===== config.mk =====
export PLATFORM = sky130hd
export DESIGN_NAME = exception_entry
export DESIGN_NICKNAME = d
export VERILOG_FILES = /design/src/pkg/exc_pkg.sv /design/src/pin_sync3.sv /design/src/exception_entry.sv
export SDC_FILE = /design/constraint.sdc
export NUM_CORES = 1
export LEC_CHECK = 0
export BUFFER_PORTS_ARGS = -buffer_cell sky130_fd_sc_hd__buf_2
export CORE_ASPECT_RATIO = 0.5
export CORE_MARGIN = 4
export CORE_UTILIZATION = 58
export CTS_BUF_LIST = sky130_fd_sc_hd__clkbuf_8
export CTS_CLUSTER_DIAMETER = 100
export DETAILED_ROUTE_END_ITERATION = 12
export GPL_TIMING_DRIVEN = 0
export PLACE_DENSITY = 0.94
export SKIP_CTS_REPAIR_TIMING = 1
export SLEW_MARGIN = 30
export SYNTH_ARGS = -nofsm -noshare
export SYNTH_HDL_FRONTEND = slang
export SYNTH_HIERARCHICAL = 1
export SYNTH_SLANG_ARGS = --single-unit
export TNS_END_PERCENT = 1

===== constraint.sdc =====
create_clock -name mclk -period 13.03 [get_ports mclk]
set_input_delay 1.303 -clock mclk [delete_from_list [all_inputs] [get_ports mclk]]
set_output_delay 1.303 -clock mclk [all_outputs]
set_load 0.005 [all_outputs]

===== src/pkg/exc_pkg.sv =====
// Shared constants, types and register map of the exception entry block
package exc_pkg;
    // Machine state bit positions (vector index, doc bit n sits at 31-n)
    localparam int unsigned BIT_EXC_ENDIAN = 16;
    localparam int unsigned BIT_PREFIX = 6;
    localparam int unsigned BIT_RECOVER = 1;
    localparam int unsigned BIT_ENDIAN = 0;
    // Implemented machine state bits; all others are reserved and held at zero
    localparam logic [31:0] STATE_IMPL_MASK = 32'h0005_FF77;
    // Bits that exception entry leaves alone (exc-endian, check enable, prefix)
    localparam logic [31:0] ENTRY_KEEP_MASK = 32'h0001_1040;
    // Machine check also clears check enable
    localparam logic [31:0] MCHECK_KEEP_MASK = 32'h0001_0040;
    // Saved status bits copied from machine state (doc bits 0, 5-9, 16-31)
    localparam logic [31:0] SAVE_COPY_MASK = 32'h87C0_FFFF;
    // Saved status bits filled with cause information (doc bits 1-4, 10-15)
    localparam logic [31:0] SAVE_CAUSE_MASK = 32'h783F_0000;
    // Vector bases and offsets
    localparam logic [31:0] VEC_BASE_HIGH = 32'hFFF0_0000;
    localparam logic [31:0] VEC_BASE_LOW = 32'h0000_0000;
    localparam logic [19:0] SYS_RESET_OFFSET = 20'h0_0100;
    localparam logic [19:0] MCHECK_OFFSET = 20'h0_0200;
    // Machine state after a hard reset
    localparam logic [31:0] STATE_RESET = 32'h0000_0000;
    // Register map, byte addresses
    localparam logic [7:0] OFF_MACHINE_STATE = 8'h00;
    localparam logic [7:0] OFF_RETURN_ADDR = 8'h04;
    localparam logic [7:0] OFF_SAVED_STATUS = 8'h08;
    localparam logic [7:0] OFF_CONFIG = 8'h0C;
    localparam logic [7:0] OFF_STATUS = 8'h10;
    // Config register: bit 0 is the hard reset marker
    localparam int unsigned CFG_MARKER_BIT = 0;
    // Status register fields
    localparam int unsigned STS_STATE_LSB = 0;
    localparam int unsigned STS_PEND_BIT = 2;
    localparam int unsigned STS_RESV_BIT = 3;
    localparam int unsigned STS_UNREC_BIT = 4;

    // Sequencer states
    typedef enum logic [1:0] {
        ST_RUN = 2'b00,
        ST_DRAIN = 2'b01,
        ST_BARRIER = 2'b10
    } state_t;

    // Exception request from the core units
    typedef struct packed {
        logic valid;
        logic mcheck;
        logic [19:0] offset;
        logic [31:0] cause;
    } exc_req_t;

    // Fetch redirect toward the fetch unit
    typedef struct packed {
        logic valid;
        logic [31:0] addr;
    } redirect_t;
endpackage


===== src/pin_sync3.sv =====
// Three-stage synchroniser with agreement filter for an asynchronous pin
`timescale 1ns/10ps
`default_nettype none
module pin_sync3 (
    input wire logic mclk,
    input wire logic rst,
    input wire logic din,
    output logic level
);
    // Stage chain; first stage feeds only the second
    logic s1;
    logic s2;
    logic s3;

    // Shift the pin through three flops
    always_ff @(posedge mclk or posedge rst) begin
        if (rst) begin
            s1 <= 1'b0;
            s2 <= 1'b0;
            s3 <= 1'b0;
        end else begin
            s1 <= din;
            s2 <= s1;
            s3 <= s2;
        end
    end

    // A change counts only once stages two and three agree
    always_ff @(posedge mclk or posedge rst) begin
        if (rst) begin
            level <= 1'b0;
        end else if (s2 == s3) begin
            level <= s3;
        end
    end
endmodule
`default_nettype wire


===== src/exception_entry.sv =====
// Exception entry, system reset handling and context barriers with APB registers
//
// The placing of the registers and the APB interface to the registers were left to the implementer.
`timescale 1ns/10ps
`default_nettype none
module exception_entry #(
    parameter int unsigned ADDR_W = 8
) (
    input wire logic mclk,
    input wire logic rst,
    // APB slave
    input wire logic [ADDR_W-1:0] paddr,
    input wire logic psel,
    input wire logic penable,
    input wire logic pwrite,
    input wire logic [31:0] pwdata,
    output logic [31:0] prdata,
    output logic pready,
    output logic pslverr,
    // Reset pins from the board, active high here
    input wire logic soft_reset_in,
    input wire logic hard_reset_in,
    // Core side
    input wire exc_pkg::exc_req_t exc_req,
    input wire logic [31:0] next_ea,
    input wire logic point_done,
    input wire logic queue_empty,
    input wire logic state_corrupt,
    input wire logic order_barrier_req,
    input wire logic fetch_barrier_req,
    input wire logic earlier_done,
    input wire logic load_reserve_exec,
    input wire logic store_cond_exec,
    output exc_pkg::redirect_t redirect,
    output logic block_completion,
    output logic hold_issue,
    output logic barrier_done,
    output logic flush_fetch,
    output logic reservation_valid,
    output logic [31:0] machine_state_reg
);
    // Architectural registers
    logic [31:0] saved_return_addr;
    logic [31:0] saved_status_word;
    logic hard_reset_marker;
    // Sequencer
    exc_pkg::state_t state;
    logic soft_pend;      // Soft reset seen, waiting to save
    logic unrecov;        // Machine check hit while draining
    logic fetch_kind;     // Barrier in progress is a fetch barrier
    // Synchronised pins and edge history
    logic soft_lvl;
    logic hard_lvl;
    logic soft_prev;
    logic hard_prev;
    logic soft_edge;
    logic hard_edge;
    // Entry selection
    logic take_mc;
    logic take_soft;
    logic take_other;
    logic entry;
    logic [19:0] entry_off;
    logic [31:0] next_state_bits;
    logic [31:0] next_status;
    logic [31:0] entry_base;
    // APB decode
    logic apb_access;
    logic apb_write;
    logic [31:0] read_mux;
    logic read_hit;

    pin_sync3 soft_sync (
        .mclk(mclk),
        .rst(rst),
        .din(soft_reset_in),
        .level(soft_lvl)
    );
    pin_sync3 hard_sync (
        .mclk(mclk),
        .rst(rst),
        .din(hard_reset_in),
        .level(hard_lvl)
    );

    // Edge history of both synchronised levels
    always_ff @(posedge mclk or posedge rst) begin
        if (rst) begin
            soft_prev <= 1'b0;
            hard_prev <= 1'b0;
        end else begin
            soft_prev <= soft_lvl;
            hard_prev <= hard_lvl;
        end
    end

    // edge detect
    // Soft edges during a hard reset are ignored; the board must not do that anyway
    assign soft_edge = soft_lvl & ~soft_prev & ~hard_lvl;
    assign hard_edge = hard_lvl & ~hard_prev;

    // priority order
    // Hard reset first, then machine check, then soft reset, then the rest
    always_comb begin
        take_mc = exc_req.valid & exc_req.mcheck & ~hard_edge;
        take_soft = (state == exc_pkg::ST_DRAIN) & point_done & queue_empty
            & ~hard_edge & ~take_mc;
        take_other = exc_req.valid & ~exc_req.mcheck & ~hard_edge & ~take_soft;
        entry = take_mc | take_soft | take_other;
        if (take_mc) begin
            entry_off = exc_pkg::MCHECK_OFFSET;
        end else if (take_soft) begin
            entry_off = exc_pkg::SYS_RESET_OFFSET;
        end else begin
            entry_off = exc_req.offset;
        end
    end

    always_comb begin
        next_state_bits = machine_state_reg
            & (take_mc ? exc_pkg::MCHECK_KEEP_MASK : exc_pkg::ENTRY_KEEP_MASK);
        next_state_bits[exc_pkg::BIT_ENDIAN] = machine_state_reg[exc_pkg::BIT_EXC_ENDIAN];
    end

    always_comb begin
        next_status = machine_state_reg & exc_pkg::SAVE_COPY_MASK;
        if (!take_soft) begin
            next_status = next_status | (exc_req.cause & exc_pkg::SAVE_CAUSE_MASK);
        end
        if (take_soft && (state_corrupt || unrecov)) begin
            next_status[exc_pkg::BIT_RECOVER] = 1'b0;
        end
    end

    assign entry_base = machine_state_reg[exc_pkg::BIT_PREFIX]
        ? exc_pkg::VEC_BASE_HIGH : exc_pkg::VEC_BASE_LOW;

    // APB phase decode; access phase lasts two cycles
    assign apb_access = psel & penable & ~pready;
    assign apb_write = psel & penable & pready & pwrite;

    // Sequencer: run, drain for soft reset, barrier wait
    always_ff @(posedge mclk or posedge rst) begin
        if (rst) begin
            state <= exc_pkg::ST_RUN;
            soft_pend <= 1'b0;
            fetch_kind <= 1'b0;
        end else if (hard_edge) begin
            state <= exc_pkg::ST_RUN;
            soft_pend <= 1'b0;
            fetch_kind <= 1'b0;
        end else if (soft_edge) begin
            state <= exc_pkg::ST_DRAIN;
            soft_pend <= 1'b1;
        end else begin
            unique case (state)
                exc_pkg::ST_RUN: begin
                    // Barriers start only when nothing is being taken
                    if (!entry && (order_barrier_req || fetch_barrier_req)) begin
                        state <= exc_pkg::ST_BARRIER;
                        fetch_kind <= fetch_barrier_req;
                    end
                end
                exc_pkg::ST_DRAIN: begin
                    // Stay until the soft reset itself is saved
                    if (take_soft) begin
                        state <= exc_pkg::ST_RUN;
                        soft_pend <= 1'b0;
                    end
                end
                exc_pkg::ST_BARRIER: begin
                    // An exception cancels the wait; otherwise wait for older work
                    if (entry || earlier_done) begin
                        state <= exc_pkg::ST_RUN;
                    end
                end
                default: begin
                    state <= exc_pkg::ST_RUN;
                end
            endcase
        end
    end

    // unrecoverable flag
    // Set by a machine check while a soft reset is pending; set wins
    always_ff @(posedge mclk or posedge rst) begin
        if (rst) begin
            unrecov <= 1'b0;
        end else if (hard_edge) begin
            unrecov <= 1'b0;
        end else if (take_mc && soft_pend) begin
            unrecov <= 1'b1;
        end else if (take_soft) begin
            unrecov <= 1'b0;
        end
    end

    // Machine state register: hard reset, entry, then software write
    always_ff @(posedge mclk or posedge rst) begin
        if (rst) begin
            machine_state_reg <= exc_pkg::STATE_RESET;
        end else if (hard_edge) begin
            machine_state_reg <= exc_pkg::STATE_RESET;
        end else if (entry) begin
            machine_state_reg <= next_state_bits;
        end else if (apb_write && paddr == exc_pkg::OFF_MACHINE_STATE) begin
            machine_state_reg <= pwdata & exc_pkg::STATE_IMPL_MASK;
        end
    end

    // Save/restore pair; entry beats a software write in the same cycle
    always_ff @(posedge mclk or posedge rst) begin
        if (rst) begin
            saved_return_addr <= 32'h0000_0000;
            saved_status_word <= 32'h0000_0000;
        end else if (hard_edge) begin
            saved_return_addr <= 32'h0000_0000;
            saved_status_word <= 32'h0000_0000;
        end else if (entry) begin
            saved_return_addr <= next_ea;
            saved_status_word <= next_status;
        end else if (apb_write) begin
            if (paddr == exc_pkg::OFF_RETURN_ADDR) begin
                saved_return_addr <= pwdata;
            end
            if (paddr == exc_pkg::OFF_SAVED_STATUS) begin
                saved_status_word <= pwdata;
            end
        end
    end

    // marker cleared by hard reset
    // Soft reset never touches it; software sets it after boot
    always_ff @(posedge mclk or posedge rst) begin
        if (rst) begin
            hard_reset_marker <= 1'b0;
        end else if (hard_edge) begin
            hard_reset_marker <= 1'b0;
        end else if (apb_write && paddr == exc_pkg::OFF_CONFIG) begin
            hard_reset_marker <= pwdata[exc_pkg::CFG_MARKER_BIT];
        end
    end

    // Fetch redirect and flush pulses
    always_ff @(posedge mclk or posedge rst) begin
        if (rst) begin
            redirect <= '0;
            flush_fetch <= 1'b0;
        end else if (hard_edge) begin
            redirect.valid <= 1'b1;
            redirect.addr <= (exc_pkg::STATE_RESET[exc_pkg::BIT_PREFIX]
                ? exc_pkg::VEC_BASE_HIGH : exc_pkg::VEC_BASE_LOW)
                | {12'h000, exc_pkg::SYS_RESET_OFFSET};
            flush_fetch <= 1'b1;
        end else if (entry) begin
            redirect.valid <= 1'b1;
            redirect.addr <= entry_base | {12'h000, entry_off};
            flush_fetch <= 1'b1;
        end else if (state == exc_pkg::ST_BARRIER && earlier_done && fetch_kind) begin
            redirect.valid <= 1'b1;
            redirect.addr <= next_ea;
            flush_fetch <= 1'b1;
        end else begin
            redirect.valid <= 1'b0;
            flush_fetch <= 1'b0;
        end
    end

    // Completion blocking and issue hold
    always_ff @(posedge mclk or posedge rst) begin
        if (rst) begin
            block_completion <= 1'b0;
            hold_issue <= 1'b0;
            barrier_done <= 1'b0;
        end else begin
            block_completion <= (soft_edge | (state == exc_pkg::ST_DRAIN & ~take_soft))
                & ~hard_edge;
            hold_issue <= hard_lvl | (state == exc_pkg::ST_RUN & ~entry
                & (order_barrier_req | fetch_barrier_req))
                | (state == exc_pkg::ST_BARRIER & ~entry & ~earlier_done);
            barrier_done <= state == exc_pkg::ST_BARRIER & ~entry & earlier_done
                & ~hard_edge & ~soft_edge;
        end
    end

    always_ff @(posedge mclk or posedge rst) begin
        if (rst) begin
            reservation_valid <= 1'b0;
        end else if (hard_edge || store_cond_exec) begin
            reservation_valid <= 1'b0;
        end else if (load_reserve_exec) begin
            reservation_valid <= 1'b1;
        end
    end

    // Register read mux; unmapped addresses answer with an error
    always_comb begin
        read_mux = 32'h0000_0000;
        read_hit = 1'b1;
        unique case (paddr)
            exc_pkg::OFF_MACHINE_STATE: read_mux = machine_state_reg;
            exc_pkg::OFF_RETURN_ADDR: read_mux = saved_return_addr;
            exc_pkg::OFF_SAVED_STATUS: read_mux = saved_status_word;
            exc_pkg::OFF_CONFIG: read_mux[exc_pkg::CFG_MARKER_BIT] = hard_reset_marker;
            exc_pkg::OFF_STATUS: begin
                read_mux[exc_pkg::STS_STATE_LSB +: 2] = state;
                read_mux[exc_pkg::STS_PEND_BIT] = soft_pend;
                read_mux[exc_pkg::STS_RESV_BIT] = reservation_valid;
                read_mux[exc_pkg::STS_UNREC_BIT] = unrecov;
            end
            default: read_hit = 1'b0;
        endcase
    end

    // APB answer: pready one cycle into the access phase
    always_ff @(posedge mclk or posedge rst) begin
        if (rst) begin
            pready <= 1'b0;
            prdata <= 32'h0000_0000;
            pslverr <= 1'b0;
        end else begin
            pready <= apb_access;
            pslverr <= apb_access & ~read_hit;
            if (apb_access && !pwrite) begin
                prdata <= read_mux;
            end
        end
    end

    // Checks
    entry_clear_a: assert property (@(posedge mclk) disable iff (rst)
        entry && !take_mc |=> (machine_state_reg & ~exc_pkg::ENTRY_KEEP_MASK
            & ~(32'h0000_0001 << exc_pkg::BIT_ENDIAN)) == 32'h0000_0000)
        else $error("entry left a cleared state bit set");
    endian_copy_a: assert property (@(posedge mclk) disable iff (rst)
        entry |=> machine_state_reg[exc_pkg::BIT_ENDIAN]
            == $past(machine_state_reg[exc_pkg::BIT_EXC_ENDIAN]))
        else $error("endian mode not copied on entry");
    state_reserved_a: assert property (@(posedge mclk) disable iff (rst)
        (machine_state_reg & ~exc_pkg::STATE_IMPL_MASK) == 32'h0000_0000)
        else $error("reserved state bit set");
    vector_base_a: assert property (@(posedge mclk) disable iff (rst)
        entry && !hard_edge |=> redirect.valid && redirect.addr[31:20]
            == ($past(machine_state_reg[exc_pkg::BIT_PREFIX]) ? 12'hFFF : 12'h000))
        else $error("vector base does not follow prefix");
    reset_vector_a: assert property (@(posedge mclk) disable iff (rst)
        take_soft || hard_edge |=> redirect.valid
            && redirect.addr[19:0] == exc_pkg::SYS_RESET_OFFSET)
        else $error("reset not vectored to reset offset");
    save_return_a: assert property (@(posedge mclk) disable iff (rst)
        take_soft |=> saved_return_addr == $past(next_ea))
        else $error("return address not saved");
    status_save_a: assert property (@(posedge mclk) disable iff (rst)
        take_soft |=> (saved_status_word & exc_pkg::SAVE_CAUSE_MASK) == 32'h0000_0000
            && (saved_status_word[31:2] == $past(machine_state_reg[31:2]
            & exc_pkg::SAVE_COPY_MASK[31:2])))
        else $error("saved status wrong after soft reset");
    drain_block_a: assert property (@(posedge mclk) disable iff (rst)
        soft_edge ##1 (state == exc_pkg::ST_DRAIN && !take_soft && !hard_edge)
            |=> block_completion)
        else $error("completion not blocked while draining");
    marker_clear_a: assert property (@(posedge mclk) disable iff (rst)
        hard_edge |=> !hard_reset_marker [*2])
        else $error("marker survived hard reset");
    barrier_hold_a: assert property (@(posedge mclk) disable iff (rst)
        state == exc_pkg::ST_BARRIER && !entry && !earlier_done |=> hold_issue && !barrier_done)
        else $error("barrier released before earlier work done");
    resv_clear_a: assert property (@(posedge mclk) disable iff (rst)
        store_cond_exec |=> !reservation_valid)
        else $error("reservation survived store-conditional");
    soft_once_a: assert property (@(posedge mclk) disable iff (rst)
        take_soft && !soft_edge |=> !take_soft)
        else $error("two reset exceptions for one edge");

    soft_reset_c: cover property (@(posedge mclk) disable iff (rst)
        soft_edge ##[1:20] take_soft);
    mcheck_drain_c: cover property (@(posedge mclk) disable iff (rst)
        take_mc && soft_pend);
    fetch_barrier_c: cover property (@(posedge mclk) disable iff (rst)
        state == exc_pkg::ST_BARRIER && fetch_kind && earlier_done);
endmodule
`default_nettype wire


==> results of run 1 <==
==> power by group through the flow <==
stage | Combinational (mW) | Clock, mW | Sequential, mW
finish | 0.258 | 0.365 | 0.607
global route | 0.276 | 0.384 | 0.611
CTS | 0.251 | 0.364 | 0.605
detailed placement | 0.248 | 0 | 0.613
global placement | 0.238 | 0 | 0.611
floorplan | 0.155 | 0 | 0.605
==> critical path, stage by stage <==
cell and delay (ns):
buf_2 0.20, nor2b_1 0.21, clkbuf_1 0.44, clkbuf_1 0.55
a22oi_1 0.26, o21ai_0 0.24
==> final timing paths <==
path | startpoint | endpoint | slack [ns] | depth (start not counted)
min reg2reg | soft_sync/s1$_DFF_PP0_ | soft_sync/s2$_DFF_PP0_ | 0.36 | 0
max | paddr[2] | prdata[17]$_DFFE_PP0P_ | 10.18 | 6
max in group asynchronous | rst | saved_status_word[5]$_DFFE_PP0P_ | 11.29 | 3
min in group asynchronous | rst | soft_sync/s2$_DFF_PP0_ | 0.77 | 2
min | soft_sync/s1$_DFF_PP0_ | soft_sync/s2$_DFF_PP0_ | 0.36 | 0
max reg2reg | state[0]$_DFFE_PP0P_ | saved_return_addr[15]$_DFFE_PP0P_ | 10.60 | 7
==> cell families (layout without fill, tap and decap cells) <==
kind of cell | count (synthesis) | in the layout | synth area share, %
flops | 167 | 167 | 52.3
buf+inv | 86 | 322 | 6.07
other cells | 1 | 16 | 0.0469
fa+ha+maj | 2 | 2 | 0.282
mux | 51 | 51 | 8.48
compound gates | 244 | 244 | 20.3
simple gates | 214 | 214 | 12.5
==> area by class of cell <==
class                   count  share of cell area, %
plain buffers              79                   4.74
clock buffers              17                   2.41
clock inverters            14                   1.48
inverters                   7                  0.348
multi-input cells         527                   34.9
flip-flops and latches    167                   43.1
well taps                 170                   2.19
repair buffers            205                   10.8
==> placed cells by master, fill, tap and decap left out, types with 3 or more instances in the layout <==
cell type / n
a21oi_1: 40
a22o_1: 29
a22oi_1: 56
a31oi_1: 13
a32o_1: 5
and4_1: 4
buf_12: 3
buf_2: 226
buf_4: 21
clkbuf_1: 30
clkbuf_8: 17
clkinv_4: 3
clkinvlp_4: 3
conb_1: 16
dfrtp_1: 167
inv_1: 6
inv_6: 5
mux2_2: 4
mux2_4: 30
mux2i_1: 16
nand2_1: 129
nand3_1: 24
nand4_1: 3
nor2_1: 24
nor2b_1: 3
nor3_1: 5
o21ai_0: 71
o2bb2ai_1: 11
==> per-layer routing <==
metal | vias up | track usage (%) | wire length [um]
li1 | 3223 | - | -
met1 | 3607 | 45.0 | 10300
met2 | 615 | 48.5 | 11400
met3 | 81 | 14.0 | 4210
met4 | 2 | 10.1 | 708
met5 | - | 0 | 13
==> results.sh, run 1 <==
export IMPL_drv_cap=0
export IMPL_htree_levels=4
export IMPL_fill_cells=923
export IMPL_syn_inst=765
export IMPL_layout_nets=1145
export IMPL_yosysTopAreaCell="dfrtp_1"
export IMPL_synth_warnings=6
export IMPL_drt_iter0_drc=1226
export IMPL_drt_wirelength_per_cell_um=22.5
export IMPL_grt_pass1_wl_mm=41.0
export IMPL_endpoint_kind="flop"
export IMPL_arrival_ns=3.21
export IMPL_cts_buffers=17
export IMPL_drc=0
export IMPL_finalHoldViolations=0
export IMPL_p_per_area_nw_per_um2=127
export IMPL_synth_area_per_cell_um2=10.4
export IMPL_place_hpwl_mm=19.8
export IMPL_finalCritPeriodShare_pct=21.9
export IMPL_leakage_nw=4.79
export IMPL_design_area_um2=9700
export IMPL_drive_gt1_share_pct=32.8
export IMPL_yosys_top_cells_area="dfrtp_1 52%, nand2_1 6.1%, mux2_4 5.6%, a22oi_1 5.3%, o21ai_0 4.4%"
export IMPL_gp_congestion=0.978
export IMPL_cts_buffer_depth=2
export IMPL_irDropWorstVdd_mv=0.0732
export IMPL_pwr_share_comb_pct=21.0
export IMPL_clkLatencyLatePin_ns=0.45
export IMPL_place_area_um2=9320
export IMPL_yosys_register_bits=167
export IMPL_async_flop_share_pct=100
export IMPL_num_vias=7528
export IMPL_syn_area_um2=7990
export IMPL_synth_edf_count=0
export IMPL_status="complete, no violations"
export IMPL_synth_top_area_share_pct=52.3
export IMPL_relSlewSlack_pct=52.0
export IMPL_multi_input_area_um2=3390
export IMPL_numPortBuffers=204
export IMPL_start_util_pct=61.2
export IMPL_antenna_left=0
export IMPL_diodes=0
export IMPL_die_area_um2=15800
export IMPL_worstMarginPinSlew_ns=0.718
export IMPL_grt_usage_pct=33.0
export IMPL_pin_count=245
export IMPL_cts_tree="built"
export IMPL_synthFlopType="dfrtp_1"
export IMPL_first_pass_iters=10
export IMPL_cts_sinks=167
export IMPL_ys_types=57
export IMPL_sw_frac_of_total_pct=31.8
export IMPL_path_max_fanout=10
export IMPL_grt_max_degree=100
export IMPL_tns_ns=0
export IMPL_grt_pass1_vias=7318
export IMPL_required_ns=13.39
export IMPL_via_per_inst=6.35
export IMPL_slew_violations=0
export IMPL_final_cells=1186
export IMPL_clkTransAtPathRegs_ns=0.10
export IMPL_total_power_mw=1.23
export IMPL_die_width_um=174
export IMPL_synth_seq_area_share_pct=52.3
export IMPL_finalClockSkew_ns=0.0156
export IMPL_rsz0062_at_grt="false"
export IMPL_fmax_mhz=351
export IMPL_finalWorstSetupSlack_ns=10.18
export IMPL_fin_crit_ns=2.85
export IMPL_yosys_top_cells_count="167 x dfrtp_1, 129 x nand2_1, 71 x o21ai_0"
export IMPL_placementRows=29
export IMPL_p_int_mw=0.839
export IMPL_hold_path_class="reg -> reg"
export IMPL_switchingPower_mw=0.392
export IMPL_wirelength_mm=26.6
export IMPL_start_kind="primary input"
export IMPL_antenna_found_initial=1
export IMPL_worstSetupPathType="in -> reg"
export IMPL_dp_cells=1155
export IMPL_pre_cts_slack_ns=9.89
export IMPL_power_frac_seq_pct=49.3
export IMPL_setup_viol=0
export IMPL_seq_area_um2=4180
export IMPL_final_core_util_pct=74.2
export IMPL_yosysMostFrequentCell="dfrtp_1"
export IMPL_core_area_um2=13100
export IMPL_hold_slack_ns=0.364
export IMPL_clkPwrFrac_pct=29.7
export IMPL_fp_dieH_um=91.0
export IMPL_grt_ovfl_total=0
export IMPL_root_buffer="clkbuf_8"
export IMPL_syn_to_final_growth_pct=21.3
(Power assumes the default switching activity.)
==> run 2: changes to the inputs <==
CORE_UTILIZATION = 53   (was 58)
PLACE_DENSITY = 0.87   (was 0.94)
clock period = 2.8 ns   (was 13.03 ns; I/O delays follow)
==> run 2 against run 1 <==
  * Clock skew is 0.0013 ns higher
  * Combinational power grew to 4.6 times the previous value
  * Power grew to 4.6 times the previous value
  * Final cell count is 3.1% higher
  * Clock power grew to 4.5 times the previous value
  * Global-route usage is 2.9 points lower
  * Die area is 8.8% higher
  * Design area is 1.3% higher
  * Routed wire length is 2.4% lower
  * Sequential power grew to 4.7 times the previous value
  * Non-clock buffer count is 8 higher
  * Critical path type is now reg -> reg
  * Critical endpoint is now saved_return_addr[15]$_DFFE_PP0P_
  * Largest cell class unchanged
  * Largest power group unchanged
  * Highest routed layer unchanged
==> results.sh, run 2 (synthesized netlist as in run 1, its figures left out) <==
export IMPL_status="complete, no violations"
export IMPL_holdPathStages=3
export IMPL_cpPeakStageDelay_ns=0.51
export IMPL_final_cell_mix="226 x buf_2, 167 x dfrtp_1, 129 x nand2_1, 71 x o21ai_0, 56 x a22oi_1"
export IMPL_drt_iter0_drc=799
export IMPL_finalHoldViolations=0
export IMPL_core_area_um2=14600
export IMPL_cp_num_buf_inv=3
export IMPL_wirelength_mm=26.0
export IMPL_slowest_stage="clkbuf_1"
export IMPL_hold_start="penable"
export IMPL_power_frac_seq_pct=50.0
export IMPL_grt_pass1_wl_mm=39.8
export IMPL_grt_usage_pct=30.1
export IMPL_place_hpwl_mm=20.0
export IMPL_finalCritPeriodShare_pct=84.4
export IMPL_arrival_ns=2.77
export IMPL_numPortBuffers=204
export IMPL_switchingPower_mw=1.80
export IMPL_place_area_um2=9420
export IMPL_fp_dieH_um=94.8
export IMPL_syn_to_final_growth_pct=22.9
export IMPL_fin_crit_ns=2.36
export IMPL_start_util_pct=54.7
export IMPL_p_per_area_nw_per_um2=576
export IMPL_placementRows=31
export IMPL_hold_path_class="in -> reg"
export IMPL_leakage_nw=4.84
export IMPL_clkLatencyLatePin_ns=0.47
export IMPL_worstPathCellList="buf_2 > and4b_1 > buf_2 > nor3_4 > clkbuf_1 > a22o_1 > mux2_4"
export IMPL_irDropWorstVdd_mv=0.308
export IMPL_layout_nets=1153
export IMPL_required_ns=3.20
export IMPL_cts_buffer_depth=2
export IMPL_gp_congestion=0.963
export IMPL_cp_depth=7
export IMPL_tns_ns=0
export IMPL_die_area_um2=17200
export IMPL_drv_cap=0
export IMPL_worstSetupPathType="reg -> reg"
export IMPL_endpoint_kind="flop"
export IMPL_rsz0062_at_grt="false"
export IMPL_relSlewSlack_pct=53.2
export IMPL_ff2ff_setup_slack_ns=0.44
export IMPL_design_area_um2=9820
export IMPL_fmax_mhz=423
export IMPL_first_pass_iters=7
export IMPL_worstMarginPinSlew_ns=0.700
export IMPL_root_buffer="clkbuf_8"
export IMPL_hold_end="pready$_DFF_PP0_"
export IMPL_via_per_inst=6.01
export IMPL_start_kind="flop"
export IMPL_cp_common_cell="buf_2"
export IMPL_reg2reg_from="state[0]$_DFFE_PP0P_"
export IMPL_clkTransAtPathRegs_ns=0.10
export IMPL_grt_max_degree=33
export IMPL_grt_ovfl_total=0
export IMPL_die_width_um=182
export IMPL_cts_tree="built"
export IMPL_drive_gt1_share_pct=32.9
export IMPL_crit_family="buffers and inverters"
export IMPL_r2r_end="saved_return_addr[15]$_DFFE_PP0P_"
export IMPL_path_max_fanout=10
export IMPL_drt_wirelength_per_cell_um=21.3
export IMPL_finalClockSkew_ns=0.0169
export IMPL_htree_levels=4
export IMPL_final_common_cell="buf_2"
export IMPL_drc=0
export IMPL_cts_buffers=17
export IMPL_setup_viol=0
export IMPL_pin_count=245
export IMPL_cts_sinks=167
export IMPL_r2r_cells=7
export IMPL_num_vias=7346
export IMPL_grt_pass1_vias=7156
export IMPL_slew_violations=0
export IMPL_clkPwrFrac_pct=28.9
export IMPL_diodes=0
export IMPL_sw_frac_of_total_pct=31.9
export IMPL_p_int_mw=3.85
export IMPL_antenna_found_initial=1
export IMPL_antenna_left=0
export IMPL_pwr_share_comb_pct=21.1
-- run 2: metal layers --
metal,up-vias,global-route usage [%],routed length (um)
met2,473,43.4,11000
met1,3577,42.7,11200
met5,-,0,11
met4,2,7.55,433
li1,3247,-,-
met3,47,12.0,3310
-- run 2: layout make-up --
class / count / area (um2)
plain buffers: 79 / 459
clock buffers: 18 / 248
clock inverters: 14 / 113
fillers: 1133 / 4800
inverters: 7 / 30.0
multi-input cells: 527 / 3390
flip-flops and latches: 167 / 4180
well taps: 198 / 248
repair buffers: 213 / 1160
-- run 2: worst max-delay path by stage --
stage	to	slack [ns]	from
detailed placement	saved_return_addr[15]$_DFFE_PP0P_	0.53	state[0]$_DFFE_PP0P_
global placement	prdata[1]$_DFFE_PP0P_	-0.41	rst
global route	saved_status_word[29]$_DFFE_PP0P_	0.27	state[0]$_DFFE_PP0P_
CTS	saved_return_addr[15]$_DFFE_PP0P_	0.51	state[0]$_DFFE_PP0P_
finish	saved_return_addr[15]$_DFFE_PP0P_	0.44	state[0]$_DFFE_PP0P_
floorplan	barrier_done$_DFF_PP0_	0.51	rst
-- run 2: through the flow --
stage	setup WS [ns]	hold WS (ns)	util (%)	total power, mW	std cells
2_1_floorplan	0.505	0.0461	-	3.53	780
4_1_cts	0.510	-0.298	66.9	5.61	1219
3_3_place_gp	-0.413	0.198	63.8	3.96	1182
5_1_grt	0.275	0.0360	67.2	5.88	1223
3_5_place_dp	0.530	0.203	64.4	4.02	1187
6_report	0.436	0.0289	67.2	5.66	1223
-- run 2: worst register-to-register path, delay by kind of cell, from the launching register on --
kind / cells / cell delay (ns)
multiplexers: 1 / 0.14
buffers and inverters: 3 / 0.92
flip-flops: 1 / 0.37
AO/OA/AOI/OAI: 1 / 0.25
AND/OR/NAND/NOR: 2 / 0.63
-- run 2: power by group through the flow --
stage / logic [mW] / registers [mW] / clock network [mW]
6_report: 1.19 / 2.83 / 1.63
5_1_grt: 1.29 / 2.85 / 1.74
3_5_place_dp: 1.16 / 2.86 / 0
4_1_cts: 1.17 / 2.82 / 1.63
2_1_floorplan: 0.719 / 2.81 / 0
3_3_place_gp: 1.11 / 2.85 / 0
